<file path="src/rtl/hpsr_pkg.sv">
// Purpose: Constants and types shared by both ends of the slot status link.
// Assumes: One clock, sys_clk at 250 MHz, for both ends.
// Notes:   The host end is an Avalon-MM slave with its own small register map.
//
// Functional notes
// - Status byte: fault, primary, standby, five flags.
// - Fault bit is one while fault pin low.
// - Primary bit shows actual primary supplies state.
// - Standby bit shows actual standby output state.
// - Overcurrent flag is one after own fault.
// - Power-up clears status, all outputs off.
// - Command 04h selects slot A, 05h B.
// - Writing one clears flag and releases interrupt.
// - Reads and clears never touch fault pin.
// - Primary fault held until primary enable low.
// - Standby fault held until standby enable low.
// - Both faults need both enables low.
// - Register powered slot keeps fault inactive.
// - Register powered slot: enable inputs held low.
// - Slot B is an identical independent copy.
// - Control register bits switch primary and standby.
// - Mask bit zero enables interrupt, one blocks.

package hpsr_pkg;

	localparam int          HPSR_SLOTS       = 2;
	localparam int          HPSR_OC_W        = 5;

	localparam logic [7:0]  HPSR_CMD_CTRL_A  = 8'h02;
	localparam logic [7:0]  HPSR_CMD_CTRL_B  = 8'h03;
	localparam logic [7:0]  HPSR_CMD_STAT_A  = 8'h04;
	localparam logic [7:0]  HPSR_CMD_STAT_B  = 8'h05;
	localparam logic [7:0]  HPSR_CMD_COMMON  = 8'h06;

	localparam logic [7:0]  HPSR_STAT_RESET  = 8'h00;
	localparam logic [7:0]  HPSR_CTRL_RESET  = 8'h00;
	localparam logic [7:0]  HPSR_UNMAPPED    = 8'h00;

	localparam int          HPSR_FAULT_BIT   = 7;
	localparam int          HPSR_PRIMARY_BIT = 6;
	localparam int          HPSR_STANDBY_BIT = 5;
	localparam int          HPSR_OC_STANDBY  = 4;
	localparam int          HPSR_OC_NEG12    = 3;
	localparam int          HPSR_OC_POS12    = 2;
	localparam int          HPSR_OC_FIVE     = 1;
	localparam int          HPSR_OC_THREE    = 0;
	localparam logic [4:0]  HPSR_PRIMARY_OC  = 5'h0F;

	localparam int          HPSR_CTRL_PRI    = 1;
	localparam int          HPSR_CTRL_STB    = 0;
	localparam int          HPSR_CTRL_PG_PRI = 6;
	localparam int          HPSR_CTRL_PG_STB = 7;
	localparam int          HPSR_MASK_BIT    = 3;
	localparam logic        HPSR_MASK_RESET  = 1'b0;

	localparam logic [1:0]  HPSR_AV_CMD      = 2'h0;
	localparam logic [1:0]  HPSR_AV_RESULT   = 2'h1;
	localparam logic [1:0]  HPSR_AV_PINS     = 2'h2;
	localparam int          HPSR_AV_WD_LSB   = 8;
	localparam int          HPSR_AV_WE_BIT   = 16;
	localparam int          HPSR_AV_BUSY_BIT = 8;
	localparam int          HPSR_AV_PIN_LSB  = 4;
	localparam logic [3:0]  HPSR_EN_RESET    = 4'h0;

	typedef enum logic {
		HPSR_HOST_IDLE,
		HPSR_HOST_WAIT
	} hpsr_host_state_type;

endpackage : hpsr_pkg

</file>
<file path="src/rtl/hpsr_link_if.sv">
// Purpose: Link between host end and device end, with open-drain pins resolved.
// Assumes: Both ends run on the same sys_clk.
// Notes:   An open-drain wire floats high through an assumed pull-up.
`timescale 1ns/10ps

interface hpsr_link_if (
	input wire logic sys_clk
);
	logic       req;
	logic       we;
	logic [7:0] cmd;
	logic [7:0] wdata;
	logic       ack;
	logic [7:0] rdata;
	logic       slot_a_primary_hw_en;
	logic       slot_a_standby_hw_en;
	logic       slot_b_primary_hw_en;
	logic       slot_b_standby_hw_en;
	logic       slot_a_fault_out;
	logic       slot_a_fault_oe_n;
	logic       slot_b_fault_out;
	logic       slot_b_fault_oe_n;
	logic       irq_out;
	logic       irq_oe_n;
	logic       slot_a_fault_pin_n;
	logic       slot_b_fault_pin_n;
	logic       irq_n;

	assign slot_a_fault_pin_n = slot_a_fault_oe_n ? 1'b1 : slot_a_fault_out;
	assign slot_b_fault_pin_n = slot_b_fault_oe_n ? 1'b1 : slot_b_fault_out;
	assign irq_n              = irq_oe_n ? 1'b1 : irq_out;

	modport device (
		input  req, we, cmd, wdata,
		input  slot_a_primary_hw_en, slot_a_standby_hw_en,
		input  slot_b_primary_hw_en, slot_b_standby_hw_en,
		input  slot_a_fault_pin_n, slot_b_fault_pin_n,
		output ack, rdata,
		output slot_a_fault_out, slot_a_fault_oe_n,
		output slot_b_fault_out, slot_b_fault_oe_n,
		output irq_out, irq_oe_n
	);

	modport host (
		output req, we, cmd, wdata,
		output slot_a_primary_hw_en, slot_a_standby_hw_en,
		output slot_b_primary_hw_en, slot_b_standby_hw_en,
		input  ack, rdata,
		input  slot_a_fault_pin_n, slot_b_fault_pin_n, irq_n
	);
endinterface : hpsr_link_if

</file>
<file path="src/rtl/hpsr_device.sv">
// Purpose: Device end: slot status, control and common registers behind the link.
// Assumes: Trip inputs are asynchronous pins; the link is on sys_clk.
// Notes:   A request is answered with ack one cycle after it is taken.
//
// The implementer's own choice: register access over Avalon-MM.
`timescale 1ns/10ps

module hpsr_device (
	// Clock and reset.
	input  wire logic                           sys_clk,
	input  wire logic                           resetn,
	// Link to the host.
	hpsr_link_if.device                         lnk,
	// Circuit breaker trip pins, one per supply.
	input  wire logic [hpsr_pkg::HPSR_OC_W-1:0] slot_a_trip,
	input  wire logic [hpsr_pkg::HPSR_OC_W-1:0] slot_b_trip,
	// Supply switch enables.
	output logic                                slot_a_primary_on,
	output logic                                slot_a_standby_on,
	output logic                                slot_b_primary_on,
	output logic                                slot_b_standby_on
);
	import hpsr_pkg::*;

	localparam int S = HPSR_SLOTS;

	// Two-stage synchronisers for the asynchronous pins.
	logic [HPSR_OC_W-1:0] trip_meta_q [S];
	logic [HPSR_OC_W-1:0] trip_sync_q [S];
	logic [S-1:0]         pin_meta_q;
	logic [S-1:0]         pin_sync_q;
	logic [HPSR_OC_W-1:0] trip_raw    [S];
	logic [S-1:0]         pin_raw;

	// Register state.
	logic [1:0]           ctrl_q [S];
	logic                 mask_q;
	logic                 ack_q;
	logic [7:0]           rdata_q;
	logic [S-1:0]         fault_oe_n_q;
	logic                 irq_oe_n_q;

	// Per-slot wiring.
	logic [7:0]           status  [S];
	logic [HPSR_OC_W-1:0] clear   [S];
	logic [S-1:0]         pri_hw;
	logic [S-1:0]         stb_hw;
	logic [S-1:0]         pri_on;
	logic [S-1:0]         stb_on;
	logic [S-1:0]         fdrive;
	logic [S-1:0]         pending;

	// Decode.
	logic                 take;
	logic                 wr_take;
	logic                 hit_ctrl_a;
	logic                 hit_ctrl_b;
	logic                 hit_stat_a;
	logic                 hit_stat_b;
	logic                 hit_common;
	logic [7:0]           ctrl_rd [S];
	logic [7:0]           common_rd;
	logic [7:0]           rd_mux;
	logic                 irq_active;

	assign trip_raw[0] = slot_a_trip;
	assign trip_raw[1] = slot_b_trip;
	assign pin_raw     = {lnk.slot_b_fault_pin_n, lnk.slot_a_fault_pin_n};
	assign pri_hw      = {lnk.slot_b_primary_hw_en, lnk.slot_a_primary_hw_en};
	assign stb_hw      = {lnk.slot_b_standby_hw_en, lnk.slot_a_standby_hw_en};

	always_ff @(posedge sys_clk or negedge resetn) begin
		if (!resetn) begin
			pin_meta_q <= '1;
			pin_sync_q <= '1;
		end else begin
			pin_meta_q <= pin_raw;
			pin_sync_q <= pin_meta_q;
		end
	end

	// A request is taken on the edge where req is high and no answer is pending.
	assign take       = lnk.req & ~ack_q;
	assign wr_take    = take & lnk.we;
	assign hit_ctrl_a = lnk.cmd == HPSR_CMD_CTRL_A;
	assign hit_ctrl_b = lnk.cmd == HPSR_CMD_CTRL_B;
	assign hit_stat_a = lnk.cmd == HPSR_CMD_STAT_A;
	assign hit_stat_b = lnk.cmd == HPSR_CMD_STAT_B;
	assign hit_common = lnk.cmd == HPSR_CMD_COMMON;

	// Only the flag field of a status write acts, as a write-one clear.
	assign clear[0] = (wr_take & hit_stat_a) ? lnk.wdata[HPSR_OC_W-1:0] : '0;
	assign clear[1] = (wr_take & hit_stat_b) ? lnk.wdata[HPSR_OC_W-1:0] : '0;

	genvar g;
	generate
		for (g = 0; g < S; g++) begin : g_slot
			always_ff @(posedge sys_clk or negedge resetn) begin
				if (!resetn) begin
					trip_meta_q[g] <= '0;
					trip_sync_q[g] <= '0;
				end else begin
					trip_meta_q[g] <= trip_raw[g];
					trip_sync_q[g] <= trip_meta_q[g];
				end
			end

			hpsr_slot_status u_slot (
				.sys_clk          (sys_clk),
				.resetn           (resetn),
				.oc_trip          (trip_sync_q[g]),
				.primary_hw_en    (pri_hw[g]),
				.standby_hw_en    (stb_hw[g]),
				.ctrl_primary     (ctrl_q[g][HPSR_CTRL_PRI]),
				.ctrl_standby     (ctrl_q[g][HPSR_CTRL_STB]),
				.fault_pin_n_sync (pin_sync_q[g]),
				.oc_clear         (clear[g]),
				.status           (status[g]),
				.primary_on       (pri_on[g]),
				.standby_on       (stb_on[g]),
				.fault_drive      (fdrive[g]),
				.oc_pending       (pending[g])
			);

			always_comb begin
				ctrl_rd[g]                   = HPSR_CTRL_RESET;
				ctrl_rd[g][HPSR_CTRL_PG_STB] = stb_on[g];
				ctrl_rd[g][HPSR_CTRL_PG_PRI] = pri_on[g];
				ctrl_rd[g][1:0]              = ctrl_q[g];
			end
		end
	endgenerate

	always_comb begin
		common_rd                = HPSR_UNMAPPED;
		common_rd[HPSR_MASK_BIT] = mask_q;
	end

	assign rd_mux = hit_ctrl_a ? ctrl_rd[0] :
	                hit_ctrl_b ? ctrl_rd[1] :
	                hit_stat_a ? status[0]  :
	                hit_stat_b ? status[1]  :
	                hit_common ? common_rd  : HPSR_UNMAPPED;

	// A clear from the host drops the flag, so the interrupt follows it out.
	assign irq_active = (|pending) & ~mask_q;

	always_ff @(posedge sys_clk or negedge resetn) begin
		if (!resetn) begin
			ack_q   <= 1'b0;
			rdata_q <= HPSR_STAT_RESET;
		end else begin
			ack_q <= take;
			if (take) begin
				rdata_q <= rd_mux;
			end
		end
	end

	always_ff @(posedge sys_clk or negedge resetn) begin
		if (!resetn) begin
			ctrl_q[0] <= HPSR_CTRL_RESET[1:0];
			ctrl_q[1] <= HPSR_CTRL_RESET[1:0];
			mask_q    <= HPSR_MASK_RESET;
		end else if (wr_take) begin
			if (hit_ctrl_a) begin
				ctrl_q[0] <= lnk.wdata[1:0];
			end
			if (hit_ctrl_b) begin
				ctrl_q[1] <= lnk.wdata[1:0];
			end
			if (hit_common) begin
				mask_q <= lnk.wdata[HPSR_MASK_BIT];
			end
		end
	end

	// Open-drain drivers: enable low pulls the wire low.
	always_ff @(posedge sys_clk or negedge resetn) begin
		if (!resetn) begin
			fault_oe_n_q <= '1;
			irq_oe_n_q   <= 1'b1;
		end else begin
			fault_oe_n_q <= ~fdrive;
			irq_oe_n_q   <= ~irq_active;
		end
	end

	assign lnk.ack               = ack_q;
	assign lnk.rdata             = rdata_q;
	assign lnk.slot_a_fault_out  = 1'b0;
	assign lnk.slot_b_fault_out  = 1'b0;
	assign lnk.slot_a_fault_oe_n = fault_oe_n_q[0];
	assign lnk.slot_b_fault_oe_n = fault_oe_n_q[1];
	assign lnk.irq_out           = 1'b0;
	assign lnk.irq_oe_n          = irq_oe_n_q;

	assign slot_a_primary_on = pri_on[0];
	assign slot_a_standby_on = stb_on[0];
	assign slot_b_primary_on = pri_on[1];
	assign slot_b_standby_on = stb_on[1];

endmodule : hpsr_device

</file>
<file path="src/rtl/hpsr_slot_status.sv">
// Purpose: One slot's overcurrent flags, fault latches and power state.
// Assumes: Trip and fault pin inputs are already synchronised.
// Notes:   Instantiated once for each slot by the device end.
`timescale 1ns/10ps

module hpsr_slot_status (
	// Clock and reset.
	input  wire logic                         sys_clk,
	input  wire logic                         resetn,
	// Slot inputs.
	input  wire logic [hpsr_pkg::HPSR_OC_W-1:0] oc_trip,
	input  wire logic                         primary_hw_en,
	input  wire logic                         standby_hw_en,
	input  wire logic                         ctrl_primary,
	input  wire logic                         ctrl_standby,
	input  wire logic                         fault_pin_n_sync,
	input  wire logic [hpsr_pkg::HPSR_OC_W-1:0] oc_clear,
	// Slot state.
	output logic      [7:0]                   status,
	output logic                              primary_on,
	output logic                              standby_on,
	output logic                              fault_drive,
	output logic                              oc_pending
);
	import hpsr_pkg::*;

	logic [HPSR_OC_W-1:0] oc_q;
	logic [HPSR_OC_W-1:0] oc_d;
	logic                 pri_fault_q;
	logic                 pri_fault_d;
	logic                 stb_fault_q;
	logic                 stb_fault_d;
	logic                 pri_on_q;
	logic                 stb_on_q;
	logic                 pri_req;
	logic                 stb_req;
	logic                 pri_trip;
	logic                 stb_trip;
	logic                 reg_powered;

	assign pri_req     = primary_hw_en | ctrl_primary;
	assign stb_req     = standby_hw_en | ctrl_standby;
	assign reg_powered = ctrl_primary | ctrl_standby;
	assign pri_trip    = |(oc_trip & HPSR_PRIMARY_OC);
	assign stb_trip    = oc_trip[HPSR_OC_STANDBY];

	// A new trip wins over a clear in the same cycle.
	assign oc_d        = (oc_q & ~oc_clear) | oc_trip;
	// The trip latches drop only once the enable that powers the path goes low.
	assign pri_fault_d = pri_trip | (pri_fault_q & pri_req);
	assign stb_fault_d = stb_trip | (stb_fault_q & stb_req);

	always_ff @(posedge sys_clk or negedge resetn) begin
		if (!resetn) begin
			oc_q        <= '0;
			pri_fault_q <= 1'b0;
			stb_fault_q <= 1'b0;
			pri_on_q    <= 1'b0;
			stb_on_q    <= 1'b0;
		end else begin
			oc_q        <= oc_d;
			pri_fault_q <= pri_fault_d;
			stb_fault_q <= stb_fault_d;
			pri_on_q    <= pri_req & ~pri_fault_d;
			stb_on_q    <= stb_req & ~stb_fault_d;
		end
	end

	// The pin stays low while either latch holds; register control suppresses it.
	assign fault_drive = (pri_fault_q | stb_fault_q) & ~reg_powered;
	assign primary_on  = pri_on_q;
	assign standby_on  = stb_on_q;
	assign oc_pending  = |oc_q;

	assign status[HPSR_FAULT_BIT]   = ~fault_pin_n_sync & ~reg_powered;
	assign status[HPSR_PRIMARY_BIT] = pri_on_q;
	assign status[HPSR_STANDBY_BIT] = stb_on_q;
	assign status[HPSR_OC_W-1:0]    = oc_q;

endmodule : hpsr_slot_status

</file>
<file path="src/flat_wrapper.sv">
// flat-port wrapper written by rule: the top's interface ports become plain ports
module hpsr_device_flat import hpsr_pkg::*;
  (sys_clk, resetn, slot_a_trip, slot_b_trip, slot_a_primary_on, slot_a_standby_on, slot_b_primary_on, slot_b_standby_on, lnk_req, lnk_we, lnk_cmd, lnk_wdata, lnk_slot_a_primary_hw_en, lnk_slot_a_standby_hw_en, lnk_slot_b_primary_hw_en, lnk_slot_b_standby_hw_en, lnk_ack, lnk_rdata, lnk_slot_a_fault_out, lnk_slot_a_fault_oe_n, lnk_slot_b_fault_out, lnk_slot_b_fault_oe_n, lnk_irq_out, lnk_irq_oe_n);
  hpsr_link_if lnk_i (.sys_clk(sys_clk));
  input  wire logic sys_clk;
  input  wire logic resetn;
  input  wire logic [hpsr_pkg::HPSR_OC_W-1:0] slot_a_trip;
  input  wire logic [hpsr_pkg::HPSR_OC_W-1:0] slot_b_trip;
  output logic slot_a_primary_on;
  output logic slot_a_standby_on;
  output logic slot_b_primary_on;
  output logic slot_b_standby_on;
  input wire logic [$bits(lnk_i.req)-1:0] lnk_req;
  input wire logic [$bits(lnk_i.we)-1:0] lnk_we;
  input wire logic [$bits(lnk_i.cmd)-1:0] lnk_cmd;
  input wire logic [$bits(lnk_i.wdata)-1:0] lnk_wdata;
  input wire logic [$bits(lnk_i.slot_a_primary_hw_en)-1:0] lnk_slot_a_primary_hw_en;
  input wire logic [$bits(lnk_i.slot_a_standby_hw_en)-1:0] lnk_slot_a_standby_hw_en;
  input wire logic [$bits(lnk_i.slot_b_primary_hw_en)-1:0] lnk_slot_b_primary_hw_en;
  input wire logic [$bits(lnk_i.slot_b_standby_hw_en)-1:0] lnk_slot_b_standby_hw_en;
  output wire logic [$bits(lnk_i.ack)-1:0] lnk_ack;
  output wire logic [$bits(lnk_i.rdata)-1:0] lnk_rdata;
  output wire logic [$bits(lnk_i.slot_a_fault_out)-1:0] lnk_slot_a_fault_out;
  output wire logic [$bits(lnk_i.slot_a_fault_oe_n)-1:0] lnk_slot_a_fault_oe_n;
  output wire logic [$bits(lnk_i.slot_b_fault_out)-1:0] lnk_slot_b_fault_out;
  output wire logic [$bits(lnk_i.slot_b_fault_oe_n)-1:0] lnk_slot_b_fault_oe_n;
  output wire logic [$bits(lnk_i.irq_out)-1:0] lnk_irq_out;
  output wire logic [$bits(lnk_i.irq_oe_n)-1:0] lnk_irq_oe_n;
  assign lnk_i.req = lnk_req;
  assign lnk_i.we = lnk_we;
  assign lnk_i.cmd = lnk_cmd;
  assign lnk_i.wdata = lnk_wdata;
  assign lnk_i.slot_a_primary_hw_en = lnk_slot_a_primary_hw_en;
  assign lnk_i.slot_a_standby_hw_en = lnk_slot_a_standby_hw_en;
  assign lnk_i.slot_b_primary_hw_en = lnk_slot_b_primary_hw_en;
  assign lnk_i.slot_b_standby_hw_en = lnk_slot_b_standby_hw_en;
  assign lnk_ack = lnk_i.ack;
  assign lnk_rdata = lnk_i.rdata;
  assign lnk_slot_a_fault_out = lnk_i.slot_a_fault_out;
  assign lnk_slot_a_fault_oe_n = lnk_i.slot_a_fault_oe_n;
  assign lnk_slot_b_fault_out = lnk_i.slot_b_fault_out;
  assign lnk_slot_b_fault_oe_n = lnk_i.slot_b_fault_oe_n;
  assign lnk_irq_out = lnk_i.irq_out;
  assign lnk_irq_oe_n = lnk_i.irq_oe_n;
  hpsr_device u_core (.sys_clk(sys_clk), .resetn(resetn), .lnk(lnk_i), .slot_a_trip(slot_a_trip), .slot_b_trip(slot_b_trip), .slot_a_primary_on(slot_a_primary_on), .slot_a_standby_on(slot_a_standby_on), .slot_b_primary_on(slot_b_primary_on), .slot_b_standby_on(slot_b_standby_on));
endmodule
</file>
<file path="config.mk">
export PLATFORM = sky130hd
export DESIGN_NAME = hpsr_device_flat
export DESIGN_NICKNAME = d
export VERILOG_FILES = /design/src/rtl/hpsr_pkg.sv /design/src/rtl/hpsr_link_if.sv /design/src/rtl/hpsr_device.sv /design/src/rtl/hpsr_slot_status.sv /design/src/flat_wrapper.sv
export SDC_FILE = /design/constraint.sdc
export NUM_CORES = 1
export LEC_CHECK = 0
export BUFFER_PORTS_ARGS = -buffer_cell sky130_fd_sc_hd__buf_4
export CAP_MARGIN = 25
export CORE_MARGIN = 3
export CORE_UTILIZATION = 53
export DETAILED_ROUTE_END_ITERATION = 8
export GPL_ROUTABILITY_DRIVEN = 0
export PLACE_DENSITY = 0.78
export SYNTH_ARGS = -nofsm -noshare
export SYNTH_HDL_FRONTEND = slang
export SYNTH_HIERARCHICAL = 1
export SYNTH_SLANG_ARGS = --single-unit
</file>
<file path="constraint.sdc">
create_clock -name sys_clk -period 2.35 [get_ports sys_clk]
set_clock_uncertainty 0.05 [all_clocks]
set_input_delay 0.235 -clock sys_clk [delete_from_list [all_inputs] [get_ports sys_clk]]
set_output_delay 0.235 -clock sys_clk [all_outputs]
set_load 0.03 [all_outputs]
</file>
==> results of run 1 <==
[cells in the mapped netlist, drive strengths merged (3+ instances only)]
cell type / number / area share (%)
mux2: 5 / 2.7
nor2: 9 / 1.4
o21ai: 8 / 1.7
mux2i: 12 / 5.1
nor4: 6 / 2.1
inv: 13 / 2.1
dfstp: 7 / 7.8
a21o: 10 / 3.3
nand3b: 3 / 0.96
clkbuf: 4 / 0.64
a22o: 5 / 1.9
dfrtp: 52 / 55
nor3: 9 / 1.9
buf: 10 / 2.8
nand2: 8 / 1.3
o22ai: 4 / 1.1
and2: 10 / 2.7
nand2b: 5 / 1.3
[final cells by class]
| cell class | count | area, um^2 |
|---|---|---|
| flip-flops and latches | 59 | 1490 |
| repair buffers | 59 | 470 |
| clock inverters | 7 | 92.6 |
| well taps | 50 | 62.6 |
| inverters | 13 | 48.8 |
| multi-input cells | 107 | 744 |
| clock buffers | 9 | 124 |
| fillers | 288 | 1120 |
[cell families after synthesis]
family	count (synthesis)	share of synthesized area, %
DFF	59	63.1
buffers and inverters	27	5.53
AOI/OAI and AO/OA	28	8.24
other	1	0.159
muxes	17	7.82
and+or+nand+nor	59	15.1
[report_power, final]
part	switching (W)	internal (W)	leakage, nW	total [W]
clock network	0.000408	0.000591	0.101	0.000999
registers	0.0000180	0.00105	0.682	0.00107
logic	0.0000782	0.0000708	0.575	0.000149
total	0.000504	0.00171	1.36	0.00222
[final timing paths]
kind                                                   end                  start  cells past startpoint  slack (ps)
setup / recovery                          u_core/ctrl_q[1]         u_core/lnk.ack                      3         380
hold / removal                               u_core/mask_q           lnk_wdata[3]                      2          90
setup reg to reg                          u_core/ctrl_q[1]         u_core/lnk.ack                      3         380
hold reg to reg                      u_core/trip_sync_q[6]  u_core/trip_meta_q[6]                      0         300
max in group asynchronous  u_core/g_slot[0].u_slot/oc_q[1]                 resetn                      2        1340
min in group asynchronous              u_core/lnk.rdata[4]                 resetn                      2         430
[sequential cells by signal, indices dropped and copies added, names as in the netlist]
| register | flops |
|---|---|
| u_core/ctrl_q | 4 |
| u_core/fault_oe_n_q | 2 |
| u_core/g_slot.u_slot/oc_q | 10 |
| u_core/g_slot.u_slot/pri_fault_q | 2 |
| u_core/g_slot.u_slot/primary_on | 2 |
| u_core/g_slot.u_slot/standby_on | 2 |
| u_core/g_slot.u_slot/stb_fault_q | 2 |
| u_core/lnk.ack | 1 |
| u_core/lnk.irq_oe_n | 1 |
| u_core/lnk.rdata | 8 |
| u_core/mask_q | 1 |
| u_core/pin_meta_q | 2 |
| u_core/pin_sync_q | 2 |
| u_core/trip_meta_q | 10 |
| u_core/trip_sync_q | 10 |
[per-layer routing]
layer,part of all wire [%],wire (um)
met1,42,1930
met2,49,2240
met3,6.2,283
met4,2.5,115
met5,0,0
[metrics by stage]
stage | utilization (%) | std cells | setup slack (ps) | hold slack (ps)
after detailed placement | 65.2 | 277 | 262 | 281
after floorplan | - | 193 | 457 | -111
after global placement | 65.2 | 277 | 281 | 275
final | 73.1 | 304 | 381 | 87.2
after global routing | 73.1 | 304 | 265 | 78.0
after CTS | 73.1 | 304 | 385 | 74.7
[what timing repair did]
item | in CTS | in global routing
hold buffers | 11 | 0
endpoints found under the hold margin | 62 | 0
endpoints found under the setup margin | 0 | 0
==> flow_summary_export.csv, run 1 <==
group,metric,value,unit
die,ios,53,
critical_path,worstPathArrival,2150,ps
layout,final_cell_mix,"52 x dfrtp_1, 48 x buf_4, 13 x inv_1",
global_route,busiest_layer,"met2",
power_and_ir_drop,total_power,0.00222,W
power_and_ir_drop,leakagePower,1.36,nW
drt,vias,1556,
status,status,"completed",
yosys,syn_avg_cell_area,12.3,um^2
global_route,gr-usage-met3,7.02,%
critical_path,cp_slowest_cell,"nor4_1",
layout,final_nets,283,
layout,final_common_cell,"dfrtp_1",
die,initial_core_util,56.8,%
place,place_area,2700,um^2
clocking,cts_setup_buffers,0,
yosys,ys_async_sr_fraction,100,%
clocking,clk_path_buf_depth,2,
yosys,synth_seq_cells,59,
timing,fin_crit_sh,83.8,%
yosys,synth_ff_type,"dfrtp_1",
critical_path,worstSetupEndpointType,"flip-flop",
critical_path,cp_num_buf_inv,0,
clocking,tritoncts,"built",
timing,tightestPinTransition,710,ps
drt,ant_nets,0,
place,port_buffers,46,
critical_path,cpLargestDelayFamily,"simple AND/OR/NAND/NOR gates",
drt,wl_per_cell,15.0,um
timing,finalHoldViolations,0,
timing,grt_setup_unrepaired,"false",
drt,firstDrtPassIters,5,
drt,route.detailed.drc,0,
yosys,synth_cell_types,31,
clocking,cts-root-buf,"clkbuf_8",
layout,synthToLayoutAreaGrowth,28.7,%
clocking,cts.sinks,59,
clocking,cts_buffers,9,
timing,final_max_slew_viol_count,0,
critical_path,cp_max_fo,17,
yosys,syn_area,2350,um^2
layout,diodes,0,
timing,setup_viol,0,
drt,routed_wl,4570,um
global_route,grt_use_total,20.4,%
critical_path,max_stage_delay,630,ps
layout,drive_gt1_share,33.5,%
die,rows,23,
drt,via_per_inst,5.12,
power_and_ir_drop,power_density,732,nW/um^2
worst_hold_path,hold_class,"input port to flip-flop",
drt,drt_iter0_drc,74,
clocking,clk_latency,340,ps
global_route,grt.met2_usage,33.0,%
critical_path,crit_required,2530,ps
yosys,synth_enable_flop_cells,0,
die,die_x,72.6,um
die,core-area,4140,um^2
timing,relSlewSlack,52.7,%
timing,fin_crit,1970,ps
place,place_hpwl,3250,um
global_route,grt-ovfl-total,0,
global_route,use_met1,24.0,%
layout,postLayoutCellArea,3030,um^2
yosys,ys_seq_area_share,63.1,%
global_route,grt_max_degree,60,
job,drv_cap,0,
die,fp.dieH,72.6,um
critical_path,path_cells,"nand2b_1 -> nor4_1 -> mux2_2",
global_route,grt_pass1_wl,7710,um
global_route,grt_pass1_vias,1627,
timing,max_freq,508,MHz
critical_path,startpoint_type,"flip-flop",
power_and_ir_drop,vdd_drop_max,585,uV
yosys,synthesis.instances,191,
global_route,antenna_found_initial,0,
clocking,htree_levels,3,
timing,tns,0,ps
die,dieArea,5270,um^2
yosys,yosys_warnings,6,
clocking,clk_pin_slew,70,ps
critical_path,crit_type,"flip-flop to flip-flop",
clocking,post_cts_resized,0,
No activity file was read; power rests on OpenSTA's default activity.
==> run 2, diff against run 1 <==
- CORE_UTILIZATION: 53 -> 48
- PLACE_DENSITY: 0.78 -> 0.75
- clock period: 2.35 -> 1.7 ns (I/O delays scaled with it)
==> run 2 against run 1 <==
Against the previous run: sequential share of layout area decreased by 1.9 points; final cell count increased by 7.6%; first-iteration DRC count decreased by 24%; clock power increased by 34%; critical path type unchanged; largest power group unchanged.
==> flow_summary_export.csv, run 2 (synthesized netlist as in run 1, its figures left out) <==
group,metric,value,unit
status,status,"completed",
drt,firstDrtPassIters,4,
timing,grt_setup_unrepaired,"false",
worst_hold_path,min_to,"u_core/g_slot[0].u_slot/pri_fault_q",
critical_path,rrSetupSlack,60,ps
place,port_buffers,46,
critical_path,startpoint_type,"flip-flop",
timing,fin_crit,1640,ps
layout,synthToLayoutAreaGrowth,34.0,%
drt,route.detailed.drc,0,
drt,vias,1613,
clocking,cts.sinks,59,
die,fp.dieH,76.0,um
global_route,antenna_found_initial,0,
critical_path,cp_slowest_cell,"or4_4",
worst_hold_path,hold_class,"input port to flip-flop",
die,ios,53,
timing,max_freq,609,MHz
timing,final_max_slew_viol_count,0,
clocking,clk_pin_slew,60,ps
place,place_ws,-209,ps
global_route,grt-ovfl-total,0,
die,initial_core_util,51.9,%
layout,stdcell_count,327,
clocking,clk_path_buf_depth,2,
critical_path,path_cells,"nand2b_4 -> or4_4 -> mux2_4",
drt,wl_per_cell,14.9,um
critical_path,reg2reg_from,"u_core/lnk.ack",
critical_path,worstReg2RegEnd,"u_core/ctrl_q[3]",
die,dieArea,5780,um^2
clocking,tritoncts,"built",
layout,final_nets,291,
die,core-area,4530,um^2
timing,finalHoldViolations,0,
clocking,htree_levels,3,
drt,routed_wl,4860,um
drt,ant_nets,0,
critical_path,worstPathArrival,1810,ps
global_route,grt_use_total,18.2,%
timing,hold_ws,35.0,ps
worst_hold_path,hp-start,"lnk_slot_a_primary_hw_en",
timing,setup_viol,0,
drt,via_per_inst,4.93,
critical_path,cp_num_buf_inv,0,
critical_path,max_stage_delay,580,ps
clocking,clk_latency,330,ps
power_and_ir_drop,power_density,967,nW/um^2
die,die_x,76.0,um
place,dp.cells,300,
layout,drive_gt1_share,37.0,%
critical_path,cp_max_fo,5,
layout,n_fill_cell,332,
worst_hold_path,hold_path_depth,3,
die,rows,24,
critical_path,cpLargestDelayFamily,"simple AND/OR/NAND/NOR gates",
power_and_ir_drop,vdd_drop_max,755,uV
layout,diodes,0,
global_route,grt_pass1_wl,8070,um
place,place_hpwl,3360,um
layout,final_cell_mix,"55 x buf_4, 51 x dfrtp_1, 13 x inv_1",
timing,fin_crit_sh,96.6,%
critical_path,crit_required,1870,ps
power_and_ir_drop,leakagePower,1.41,nW
drt,drt_iter0_drc,56,
job,drv_cap,0,
global_route,grt_pass1_vias,1672,
clocking,cts_buffers,9,
timing,setup_slack,58.1,ps
critical_path,worstSetupEndpointType,"flip-flop",
layout,final_common_cell,"buf_4",
layout,fin_util,69.5,%
clocking,cts-root-buf,"clkbuf_8",
global_route,grt_max_degree,35,
clocking,cts_setup_buffers,0,
critical_path,rr_worst_depth,3,
power_and_ir_drop,total_power,0.00305,W
layout,reg_top3,"u_core/g_slot.u_slot/oc_q x10, u_core/trip_meta_q x10, u_core/trip_sync_q x10",
critical_path,crit_type,"flip-flop to flip-flop",
## run 2: changes by cell type in the layout (fill, tap and decap cells not counted)
cell and change:
dfrtp_1 -1, nand2b_4 +1, buf_4 +7, nor4_2 +2, nor4_1 -3, nor4_4 +1
buf_12 +1, dfrtp_2 +1, clkbuf_1 +2, clkinvlp_4 -2, or4_1 -1, or4_4 +1
nand2b_1 -1
## run 2: what timing repair did
item / CTS / global route
resized for setup: 2 / 4
endpoints found under the setup margin: 5 / 12
endpoints found under the hold margin: 35 / 0
hold buffers: 11 / 0
## run 2: how the worst max path moves through the flow
stage                               from                to  slack, ps  cells past startpoint
after CTS                 u_core/lnk.ack  u_core/ctrl_q[1]          2                      4
after global routing      u_core/lnk.ack  u_core/ctrl_q[3]         30                      3
after global placement        lnk_cmd[5]  u_core/ctrl_q[0]       -170                      5
after detailed placement      lnk_cmd[5]  u_core/ctrl_q[1]       -210                      5
after floorplan               lnk_cmd[5]  u_core/ctrl_q[2]        -90                      4
final                     u_core/lnk.ack  u_core/ctrl_q[3]         60                      3
## run 2: layout make-up
class,count,area (um^2),share of cell area (%)
flip-flops and latches,59,1490,47.2
multi-input cells,107,783,24.9
repair buffers,67,543,17.2
clock buffers,11,131,4.17
well taps,65,81.3,2.58
clock inverters,5,77.6,2.46
inverters,13,48.8,1.55
## run 2: metrics by stage
step                      setup TNS (ps)  area, um^2
after CTS                              0        3130
after global routing                   0        3150
after detailed placement           -1940        2800
after floorplan                     -691        2370
after global placement             -1810        2800
final                                  0        3150
## run 2: power by group
group / internal, W / switching, W
Combinational: 0.000113 / 0.000119
Clock: 0.000820 / 0.000517
Sequential: 0.00145 / 0.0000254
Total: 0.00239 / 0.000661
## run 2: metal layers
metal / up-vias / track usage (%) / part of all wire (%)
met3: 8 / 6.86 / 6.0
met2: 56 / 28.8 / 50
met4: 0 / 8.15 / 1.5
met1: 776 / 22.4 / 43
li1: 773 / - / -
met5: - / 0 / 0
## run 2: worst min-delay path, cell delays in order
cell     delay (ps)
buf_4            80
o21ai_0          60
nand2_1          60
